## config.mk

```make
export PLATFORM = sky130hd
export DESIGN_NAME = bibo_regs
export DESIGN_NICKNAME = d
export VERILOG_FILES = /design/src/rtl/bibo_pkg.sv /design/src/rtl/bibo_regs.sv
export SDC_FILE = /design/constraint.sdc
export NUM_CORES = 1
export LEC_CHECK = 0
export ABC_AREA = 1
export BUFFER_PORTS_ARGS = -buffer_cell sky130_fd_sc_hd__buf_2
export CORE_MARGIN = 2
export CORE_UTILIZATION = 52
export CTS_BUF_LIST = sky130_fd_sc_hd__clkbuf_4 sky130_fd_sc_hd__clkbuf_8
export DETAILED_ROUTE_END_ITERATION = 16
export PLACE_DENSITY = 0.87
export SETUP_SLACK_MARGIN = 0.3
export SLEW_MARGIN = 20
export SYNTH_ARGS = -nofsm -noshare
export SYNTH_HDL_FRONTEND = slang
export SYNTH_SLANG_ARGS = --single-unit
```

## constraint.sdc

```tcl
create_clock -name clk_i -period 8.2 [get_ports clk_i]
set_clock_uncertainty 0.2 [all_clocks]
set_input_delay 0.41 -clock clk_i [delete_from_list [all_inputs] [get_ports clk_i]]
set_output_delay 0.41 -clock clk_i [all_outputs]
set_load 0.02 [all_outputs]
```

## src/rtl/bibo_pkg.sv

```systemverilog
// Package: constants and types for the bus information block option registers
package bibo_pkg;
  // ****************************************
  // Register offsets
  // ****************************************
  localparam logic [7:0] BUS_OPTIONS_OFS = 8'h20;
  localparam logic [7:0] UNIQUE_ID_HIGH_OFS = 8'h24;
  localparam logic [7:0] UNIQUE_ID_LOW_OFS = 8'h28;

  // ****************************************
  // Bus options field positions
  // ****************************************
  localparam int ISO_CAP_BIT = 29;
  localparam int BUS_MGR_CAP_BIT = 28;
  localparam int PWR_MGR_CAP_BIT = 27;
  localparam int CYC_ACC_LSB = 16;
  localparam int MAX_PAYLOAD_LSB = 12;
  localparam int ROM_TALLY_LSB = 6;
  localparam int NODE_RATE_LSB = 0;
  // Writable bits: 31:27, 23:16, 15:12, 7:6, 2:0
  localparam logic [31:0] BUS_OPTIONS_WMASK = 32'hf8ff_f0c7;

  // ****************************************
  // Reset values
  // ****************************************
  localparam logic [3:0] MAX_PAYLOAD_1024 = 4'h9;
  localparam logic [2:0] RATE_100 = 3'h0;
  localparam logic [2:0] RATE_200 = 3'h1;
  localparam logic [2:0] RATE_400 = 3'h2;
  localparam logic [31:0] UNIQUE_ID_RESET = 32'h0000_0000;
  localparam logic [31:0] BUS_OPTIONS_RESET = 32'h0000_9002;

  // ****************************************
  // Carriers
  // ****************************************
  typedef struct packed {
    logic wr;
    logic [7:0] addr;
    logic [31:0] wdata;
  } bibo_reg_req_s;

  typedef struct packed {
    logic blk_wr;
    logic phys_handled;
    logic [15:0] length;
  } bibo_rx_req_s;

  typedef struct packed {
    logic valid;
    logic [2:0] speed;
  } bibo_rx_pkt_s;
endpackage : bibo_pkg

```

## src/rtl/bibo_regs.sv

```systemverilog
// Bus information block option and unique identifier registers
`timescale 1ns/1ns
`default_nettype none
module bibo_regs (
  // Clock and reset
  input wire logic clk_i,
  input wire logic rstn_i,
  input wire logic soft_reset_i,
  // Register port
  input wire bibo_pkg::bibo_reg_req_s reg_req_i,
  output logic [31:0] reg_rdata_o,
  // Serial EEPROM loader
  input wire logic eeprom_present_i,
  input wire logic eeprom_load_i,
  input wire logic [31:0] eeprom_bus_options_i,
  // Vendor control rate write protect
  input wire logic rate_wp_i,
  // Configuration ROM events
  input wire logic rom_changed_i,
  input wire logic bus_reset_i,
  // Receive checks
  input wire bibo_pkg::bibo_rx_req_s rx_req_i,
  input wire bibo_pkg::bibo_rx_pkt_s rx_pkt_i,
  output logic ack_type_error_o,
  output logic rate_reject_o,
  // Bus information block quadlets
  output logic [31:0] bib_quad2_o,
  output logic [31:0] bib_quad3_o,
  output logic [31:0] bib_quad4_o
);
  // ****************************************
  // Reset release
  // ****************************************
  logic rst_s1_reg;
  logic rstn_sync_reg;
  always_ff @(posedge clk_i or negedge rstn_i)
  begin
    if (!rstn_i)
    begin
      rst_s1_reg <= 1'b0;
      rstn_sync_reg <= 1'b0;
    end
    else
    begin
      rst_s1_reg <= 1'b1;
      rstn_sync_reg <= rst_s1_reg;
    end
  end

  // ****************************************
  // Decode
  // ****************************************
  function automatic logic [16:0] payload_bytes(input logic [3:0] code);
    // Five-bit exponent so that code 15 gives 64 KiB rather than wrapping
    payload_bytes = 17'h1 << ({1'b0, code} + 5'h01);
  endfunction : payload_bytes

  logic [31:0] opts_reg, opts_next;
  logic [31:0] uid_hi_reg, uid_lo_reg;
  logic changed_reg;
  logic ack_err_reg, rate_rej_reg;

  wire wr_opts = reg_req_i.wr && (reg_req_i.addr == bibo_pkg::BUS_OPTIONS_OFS);
  wire wr_uid_hi = reg_req_i.wr && (reg_req_i.addr == bibo_pkg::UNIQUE_ID_HIGH_OFS);
  wire wr_uid_lo = reg_req_i.wr && (reg_req_i.addr == bibo_pkg::UNIQUE_ID_LOW_OFS);
  wire eeprom_take = eeprom_load_i && eeprom_present_i;
  wire [2:0] cur_rate = opts_reg[bibo_pkg::NODE_RATE_LSB +: 3];
  wire [2:0] new_rate = reg_req_i.wdata[bibo_pkg::NODE_RATE_LSB +: 3];
  // Only lower or keep, and only while rate_wp_i is low
  wire rate_ok = !rate_wp_i && (new_rate <= cur_rate);
  wire [1:0] tally = opts_reg[bibo_pkg::ROM_TALLY_LSB +: 2];
  wire [31:0] wr_val = reg_req_i.wdata & bibo_pkg::BUS_OPTIONS_WMASK;

  // ****************************************
  // Bus options next value
  // ****************************************
  always_comb
  begin
    opts_next = opts_reg;
    if (eeprom_take)
    begin
      opts_next = eeprom_bus_options_i & bibo_pkg::BUS_OPTIONS_WMASK;
    end
    else if (soft_reset_i)
    begin
      // Payload and rate both kept; rate is undefined, holding is simplest
      opts_next = opts_reg;
    end
    else
    begin
      if (wr_opts)
      begin
        opts_next = {wr_val[31:3], rate_ok ? new_rate : cur_rate};
      end
      if (bus_reset_i && (changed_reg || rom_changed_i))
      begin
        opts_next[bibo_pkg::ROM_TALLY_LSB +: 2] = tally + 2'h1;
      end
    end
  end

  // ****************************************
  // Registers
  // ****************************************
  always_ff @(posedge clk_i or negedge rstn_sync_reg)
  begin
    if (!rstn_sync_reg)
    begin
      opts_reg <= bibo_pkg::BUS_OPTIONS_RESET;
      uid_hi_reg <= bibo_pkg::UNIQUE_ID_RESET;
      uid_lo_reg <= bibo_pkg::UNIQUE_ID_RESET;
      changed_reg <= 1'b0;
      ack_err_reg <= 1'b0;
      rate_rej_reg <= 1'b0;
    end
    else
    begin
      opts_reg <= opts_next;
      if (wr_uid_hi)
      begin
        uid_hi_reg <= reg_req_i.wdata;
      end
      if (wr_uid_lo)
      begin
        uid_lo_reg <= reg_req_i.wdata;
      end
      // A change in the bus reset cycle is counted there unless a soft reset or EEPROM load takes that cycle
      changed_reg <= rom_changed_i ? !bus_reset_i : (changed_reg && !bus_reset_i);
      ack_err_reg <= rx_req_i.blk_wr && !rx_req_i.phys_handled
        && ({1'b0, rx_req_i.length} > payload_bytes(opts_reg[bibo_pkg::MAX_PAYLOAD_LSB +: 4]));
      rate_rej_reg <= rx_pkt_i.valid && (rx_pkt_i.speed > cur_rate);
    end
  end

  // ****************************************
  // Outputs
  // ****************************************
  // Physically handled oversize requests are accepted, the permitted choice
  assign ack_type_error_o = ack_err_reg;
  assign rate_reject_o = rate_rej_reg;
  assign bib_quad2_o = opts_reg;
  assign bib_quad3_o = uid_hi_reg;
  assign bib_quad4_o = uid_lo_reg;

  always_comb
  begin
    case (reg_req_i.addr)
      bibo_pkg::BUS_OPTIONS_OFS: reg_rdata_o = opts_reg;
      bibo_pkg::UNIQUE_ID_HIGH_OFS: reg_rdata_o = uid_hi_reg;
      bibo_pkg::UNIQUE_ID_LOW_OFS: reg_rdata_o = uid_lo_reg;
      default: reg_rdata_o = 32'h0000_0000;
    endcase
  end
endmodule : bibo_regs
`default_nettype wire
```

# After elaboration in Yosys (flattened, before gate mapping)
# Cells that the tools add are included.
# classes
add_sub_neg	2
mul	0
n_div	0
magnitude_cmp	3
eq_ne	4
shifts	1
muxes	7
bitwise	0
reduce_logical	20
# op_table
operator	n
2-to-1 mux 32 bit	3
one-hot mux 32 bit (3 select lines)	1
equality test 8 x 6 -> 1 bit, second input constant	3
> comparator 16 x 17 -> 1 bit	1
<< shifter 1 x 5 -> 17 bit, first input constant	1
logical AND 1 bit	10
adder 4 x 1 -> 5 bit, second input constant	1
AND reduction 2 bit	2
nonzero test 2 bit	2
> comparator 3 bit	1
less-or-equal comparator 3 bit	1
zero test 1 bit	3
2-to-1 mux 3 bit	1
AND reduction 3 bit	1
nonzero test 3 bit	1
adder 2 x 1 -> 2 bit, second input constant	1
2-to-1 mux 2 bit	1
inequality test 2 x 1 -> 1 bit, second input constant	1
logical OR 1 bit	1
2-to-1 mux 1 bit	1
# totals
reg_bits	101
latchBits	0
ramBits	0
rom_bits	0
inputBits	103
out_inout_bits	130
n_memories	0

# Longest topological paths before layout
# Gate-level depths: netlist (run 1).
# depth
ltp_word	7
ltp_mapped	13

# Worst setup path after synthesis (run 1)
# No wires, ideal clock.
# synth_path
kind	input -> output
startpoint	input reg_req_i[32] in the netlist's numbering
endpoint	output reg_rdata_o[12]
arrival_ns	1.590
t_required_ns	7.590
slack_ns	6.000
cell_stages	6
path_buffers	1
path_cell_list	inv_2 -> nand2_1 -> nor3_2 -> nand2_1 -> buf_2 -> o211ai_1
# synth_via
elab_chain_cells	2
# synth_lines
item	line	text
from (decl)	bibo_regs.sv:10	input wire bibo_pkg::bibo_reg_req_s reg_req_i,
equality test 8 x 6 -> 1 bit	bibo_regs.sv:147	case (reg_req_i.addr)
one-hot mux 32 bit (3 select lines) *	bibo_regs.sv:147	
to (decl)	bibo_regs.sv:11	output logic [31:0] reg_rdata_o,
# Every way passes the cells marked *; elsewhere a longest branch is shown, timed or not.

# Worst setup path in the final report (run 1)
# layout_path
startpoint	input reg_req_i[36] in the netlist's numbering
endpoint	output reg_rdata_o[1]
# Same word-level chain as after synthesis.

==> results of run 1 <==
## synthesized netlist by cell type, types with 6 or more instances
cell type	count	share of area [%]
inv_1	68	5.0
a21oi_1	6	0.58
buf_4	13	1.9
buf_2	13	1.3
buf_6	6	1.3
dfrtp_1	88	43
ha_1	22	5.4
nand3_1	18	1.8
o211ai_1	19	2.8
nand2_1	246	18
nor2_1	18	1.3
o21ai_1	42	4.1
o21ai_0	30	2.9
o21ai_2	32	5.5
## metal layers
layer | track usage [%] | vias up | wire length (microns)
li1 | - | 2473 | -
met5 | 0 | - | 0
met2 | 43.03 | 206 | 6618
met1 | 33.54 | 2284 | 5694
met4 | 8.704 | 0 | 180
met3 | 4.906 | 19 | 1026
## worst register-to-register path, delay by kind of cell (launching register included)
kind,cells,cell delay [ns]
compound gates,1,0.12
simple gates,6,0.70
flops,1,0.64
fa+ha+maj,1,0.15
buf+inv,1,0.30
## cell families (layout without fill, tap and decap cells)
family                     after synthesis  after routing  share of synthesized area (%)
other                                    2             12                         0.1461
DFF                                     91             91                          44.37
and+or+nand+nor                        302            302                          23.97
xor gates and xnor gates                 1              1                         0.1704
buffers and inverters                  108            302                          10.03
AOI/OAI and AO/OA                      130            130                          15.97
adders and majority gates               22             22                          5.354
## layout make-up
| class | instances | share of cell area, % |
|---|---|---|
| Clock buffer | 9 | 1.938 |
| Inverter | 71 | 4.169 |
| Sequential cell | 91 | 35.74 |
| Clock inverter | 6 | 1.096 |
| Tap cell | 133 | 2.603 |
| Timing Repair Buffer | 216 | 17.11 |
| Multi-Input combinational cell | 467 | 37.35 |
## power by group through the flow
stage / registers (mW) / clock network [mW] / logic [mW]
final: 0.528 / 0.308 / 0.257
after global placement: 0.535 / 0 / 0.251
after global routing: 0.534 / 0.337 / 0.291
after detailed placement: 0.535 / 0 / 0.259
after floorplan: 0.577 / 0 / 0.123
after CTS: 0.528 / 0.314 / 0.259
## cells in the final DEF, fill, tap and decap left out, types with 9 or more instances in the layout
| cell | instances |
|---|---|
| clkbuf_8 | 9 |
| o21ai_0 | 30 |
| buf_2 | 212 |
| o21ai_2 | 32 |
| inv_1 | 68 |
| ha_1 | 22 |
| o21ai_1 | 42 |
| nor2_1 | 18 |
| dfrtp_1 | 87 |
| nand3_1 | 18 |
| nand2_1 | 246 |
| conb_1 | 12 |
| o211ai_1 | 19 |
## worst paths after layout
| kind | endpoint | startpoint | cells after the start | slack [ns] |
|---|---|---|---|---|
| worst max register to register | ack_type_error_o | bib_quad2_o[15] | 9 | 6.03 |
| max in group asynchronous | bib_quad3_o[29] | rstn_sync_reg | 1 | 6.67 |
| worst min-delay path | changed_reg | bus_reset_i | 2 | 0.02 |
| min in group asynchronous | bib_quad3_o[5] | rstn_sync_reg | 0 | 0.11 |
| worst min register to register | bib_quad3_o[5] | rstn_sync_reg | 0 | 0.11 |
| worst max-delay path | reg_rdata_o[1] | reg_req_i[36] | 9 | 5.14 |
## repair_timing
item	4_1_cts	5_1_grt
endpoints found under the hold margin	2	0
hold buffers	1	0
buffers inserted	0	0
==> flow_summary.json, run 1 <==
{
  "finalPower_mw": 1.093,
  "die_area_sq_um": 10700,
  "drive_gt1_share_pct": 32.09,
  "intPower_uw": 725.7,
  "switching_share_pct": 33.61,
  "cts.repair.resized": 0,
  "max_slew.worst_pin.slew_ns": 0.9595,
  "grt_overflow": 0,
  "timing.slew.headroom_pct": 35.88,
  "p_leak_nw": 3.608,
  "grt_max_degree": 65,
  "viasPerCell": 5.017,
  "critPathSlowestCell": "and2_1",
  "cts_buffers": 9,
  "path_delay_family": "simple AND/OR/NAND/NOR gates",
  "post-route-min-period_ns": 3.063,
  "insertion_delay_ns": 0.35,
  "pwr-share-comb_pct": 23.6,
  "dr.pass1.iters": 5,
  "seqPwrFrac_pct": 48.3,
  "syn-cell-area_sq_um": 5141,
  "cp_cell_sequence": "buf_2, inv_1, nand2_1, nor3_4, and2_1, buf_4, nand2_1, o211ai_1, buf_2",
  "final-max-slew-violation-count": 0,
  "cts_tree": "done",
  "tns_ns": 0,
  "ys_ff_latch": 91,
  "io_pins": 233,
  "fin_hold_ws_ns": 0.02211,
  "dp_hpwl_microns": 9777,
  "vdd_drop_max_mv": 0.1013,
  "clkSinkCount": 91,
  "first_iter_violations": 162,
  "grt_setup_unrepaired": "false",
  "run_status": "complete, no violations",
  "route.detailed.drc": 0,
  "first_global_vias": 4501,
  "async_reset_ff_share_pct": 100.0,
  "grtUsageTotal_pct": 25.68,
  "core_sq_um": 9684,
  "hold_viol_final": 0,
  "required_ns": 7.59,
  "ys_seq_area_share_pct": 44.37,
  "routed_wl_microns": 13520,
  "cellPowerDensity_nw_per_um2": 171.0,
  "die_w_microns": 103.4,
  "gp_congestion": 0.8730,
  "worstPathArrival_ns": 2.45,
  "criticalPathCategory": "input pin to output port",
  "finalSetupViolCount": 0,
  "pre_cts_slack_ns": 4.644,
  "synth_warnings": 0,
  "htreeDepth": 3,
  "synth_edf_count": 0,
  "die_y_microns": 103.4,
  "cts_root_buffer": "clkbuf_8",
  "ys.flop_type": "dfrtp_1",
  "fin_ws_ns": 5.137,
  "post_drt_wl_per_cell_microns": 13.61,
  "final_nets": 981,
  "syn-instance-count": 656,
  "switchingPower_uw": 367.4,
  "maxCapViolations": 0,
  "io_buffer_count": 212,
  "cp-end-kind": "output port",
  "utilization_pct": 66.01,
  "initial_utilization_pct": 53.09,
  "clk_pin_slew_ns": 0.09,
  "n_antenna_cell": 0,
  "regArea_sq_um": 2285,
  "max_freq_mhz": 326.5,
  "multi_input_area_sq_um": 2387,
  "ant_nets": 0,
  "syn_area_per_cell_sq_um": 7.837,
  "dp_cells": 977,
  "ys_types": 32,
  "fillCellCount": 833,
  "vias": 4982,
  "antenna_found_initial": 0,
  "min_period_over_period_pct": 37.35,
  "grt_pass1_wl_microns": 21330,
  "area_growth_pct": 24.34,
  "clk_path_buf_depth": 2,
  "rows": 36,
  "instances_no_fill": 993,
  "dpl_cell_area_sq_um": 6183,
  "hold_class": "input pin to register",
  "clkPwrFrac_pct": 28.2,
  "crit_buf_inv": 4,
  "slowest_delay_ns": 0.62,
  "startpoint_type": "input pin",
  "cp_max_fo": 17,
  "final_area_sq_um": 6392
}
(Power assumes the default switching activity.)
==> inputs of run 2 (changes only) <==
--- a/config.mk
+++ b/config.mk
@@ -8,10 +8,10 @@
 export ABC_AREA = 1
 export BUFFER_PORTS_ARGS = -buffer_cell sky130_fd_sc_hd__buf_2
 export CORE_MARGIN = 2
-export CORE_UTILIZATION = 52
+export CORE_UTILIZATION = 44
 export CTS_BUF_LIST = sky130_fd_sc_hd__clkbuf_4 sky130_fd_sc_hd__clkbuf_8
 export DETAILED_ROUTE_END_ITERATION = 16
-export PLACE_DENSITY = 0.87
+export PLACE_DENSITY = 0.79
 export SETUP_SLACK_MARGIN = 0.3
 export SLEW_MARGIN = 20
 export SYNTH_ARGS = -nofsm -noshare
==> constraint.sdc (replaced) <==
create_clock -name clk_i -period 2.6 [get_ports clk_i]
set_clock_uncertainty 0.2 [all_clocks]
set_input_delay 0.13 -clock clk_i [delete_from_list [all_inputs] [get_ports clk_i]]
set_output_delay 0.13 -clock clk_i [all_outputs]
set_load 0.02 [all_outputs]
==> flow_summary.json, run 2 (synthesis gave the netlist of run 1 again) <==
{
  "run_status": "complete, but fails checks",
  "violations": "negative hold slack",
  "vias": 5395,
  "n_antenna_cell": 0,
  "required_ns": 2.70,
  "wirelength_met1_microns": 6394,
  "io_pins": 233,
  "max_slew.worst_pin.slew_ns": 0.5875,
  "finalSetupViolCount": 0,
  "seqPwrFrac_pct": 47.3,
  "slowest_delay_ns": 0.58,
  "dp_cells": 995,
  "finalPower_mw": 3.525,
  "initial_utilization_pct": 45.03,
  "final_nets": 1053,
  "timing.slew.headroom_pct": 60.69,
  "core_sq_um": 11420,
  "post_drt_wl_per_cell_microns": 14.77,
  "vdd_drop_max_mv": 0.2915,
  "maxCapViolations": 0,
  "viasPerCell": 5.014,
  "post-route-min-period_ns": 2.208,
  "cp_max_fo": 4,
  "switching_share_pct": 33.01,
  "critPathSlowestCell": "dlygate4sd3_1",
  "clk_path_buf_depth": 2,
  "grt_max_degree": 52,
  "met2_length_microns": 7831,
  "grt_overflow": 0,
  "grt_pass1_wl_microns": 25770,
  "drive_gt1_share_pct": 31.19,
  "cellPowerDensity_nw_per_um2": 491.4,
  "wl_met3_microns": 1214,
  "die_y_microns": 112.1,
  "intPower_mw": 2.361,
  "p_leak_nw": 3.925,
  "crit_path_frequent_cell": "nand2_1",
  "grt_setup_unrepaired": "false",
  "dp_hpwl_microns": 10820,
  "criticalPathCategory": "register to register",
  "ant_nets": 0,
  "gp_congestion": 0.8994,
  "pwr-share-comb_pct": 26.7,
  "first_global_vias": 5395,
  "htreeDepth": 3,
  "dr.pass1.iters": 5,
  "mostFrequentLayoutCell": "nand2_1",
  "rows": 39,
  "max_freq_mhz": 452.9,
  "die_w_microns": 112.1,
  "antenna_found_initial": 0,
  "clkPwrFrac_pct": 26.0,
  "worstPathArrival_ns": 2.31,
  "hold_viol_final": 2,
  "cp-end-kind": "register",
  "min_period_over_period_pct": 84.93,
  "switchingPower_mw": 1.164,
  "area_growth_pct": 39.52,
  "instances_no_fill": 1076,
  "io_buffer_count": 212,
  "first_iter_violations": 283,
  "clk_pin_slew_ns": 0.08,
  "final-max-slew-violation-count": 0,
  "cts_root_buffer": "clkbuf_8",
  "fillCellCount": 982,
  "cts_tree": "done",
  "grtUsageTotal_pct": 25.51,
  "top_layer_used": "met4",
  "hold_class": "input pin to register",
  "die_area_sq_um": 12570,
  "fin_hold_ws_ns": -0.01859,
  "clkSinkCount": 91,
  "insertion_delay_ns": 0.35,
  "startpoint_type": "register",
  "tns_ns": 0,
  "route.detailed.drc": 0,
  "routed_wl_microns": 15900,
  "cp_cell_sequence": "inv_1, ha_1, a21oi_1, nand2_1, nand2_1, nand2_1, nand2_2, nand3_1, dlygate4sd3_1, nand2_1",
  "final_cell_mix": "245 x nand2_1, 212 x buf_2, 86 x dfrtp_1",
  "cts_buffers": 9
}
[run 2: cell count changes in the layout (fill, tap and decap cells not counted), moves of 3 or more]
cell           change
dlygate4sd3_1     +64
buf_12             +4
buf_4              +4
inv_6              -4
clkbuf_8           +3
[run 2: per-layer routing]
layer / vias to the layer above / GRT usage [%]
met3: 46 / 5.940
met4: 0 / 9.512
met5: - / 0
met1: 2489 / 31.48
met2: 243 / 43.73
li1: 2617 / -
[run 2: cell type report]
cell class / instances / area [sq um] / share of cell area [%]
well taps: 143 / 178.9 / 2.494
clock buffers: 13 / 172.7 / 2.407
repair buffers: 288 / 1844 / 25.71
flip-flops and latches: 91 / 2286 / 31.87
inverters: 71 / 270.3 / 3.768
clock inverters: 3 / 21.27 / 0.2965
multi-input cells: 467 / 2400 / 33.46
[run 2: worst paths after layout]
kind | endpoint | cells past startpoint | start | slack, ns
max reg2reg | bib_quad2_o[1] | 10 | bib_quad2_o[2] | 0.39
min reg2reg | bib_quad3_o[21] | 0 | rstn_sync_reg | 0.11
max | bib_quad2_o[1] | 10 | bib_quad2_o[2] | 0.39
min | bib_quad2_o[2] | 6 | rate_wp_i | -0.02
min in group asynchronous | bib_quad3_o[21] | 0 | rstn_sync_reg | 0.11
max in group asynchronous | bib_quad3_o[31] | 1 | rstn_sync_reg | 1.43
[run 2: worst max-delay path, delay by kind of cell (launching register included)]
family | cells | cell delay [ns]
AOI/OAI and AO/OA | 1 | 0.15
adders and majority gates | 1 | 0.28
buffers and inverters | 2 | 0.70
DFF | 1 | 0.41
and+or+nand+nor | 6 | 0.41
[run 2: timing repair]
item                                   4_1_cts  5_1_grt
endpoints found under the hold margin       91        0
resized for setup                            0        6
setup endpoints to repair                    0        4
hold buffers                                67        0
setup buffers                                0        0
[run 2: metrics by stage]
step / worst slack (ns) / utilization, % / instance area, sq um / hold WS [ns]
finish: 0.3919 / 62.82 / 7173 / -0.01859
global route: 0.2937 / 62.82 / 7173 / 0.003679
CTS: 0.3487 / 62.80 / 7171 / 0.02822
detailed placement: 0.5067 / 55.23 / 6306 / -0.2800
global placement: 0.4994 / 55.23 / 6306 / -0.2818
floorplan: 0.4409 / - / 5180 / -0.3656
[run 2: power by group through the flow]
stage | clock (mW) | combinational (mW) | sequential (mW)
4_1_cts | 0.948 | 0.910 | 1.66
3_3_place_gp | 0 | 0.805 | 1.69
6_report | 0.917 | 0.940 | 1.67
2_1_floorplan | 0 | 0.387 | 1.82
5_1_grt | 0.999 | 1.05 | 1.69
3_5_place_dp | 0 | 0.823 | 1.69
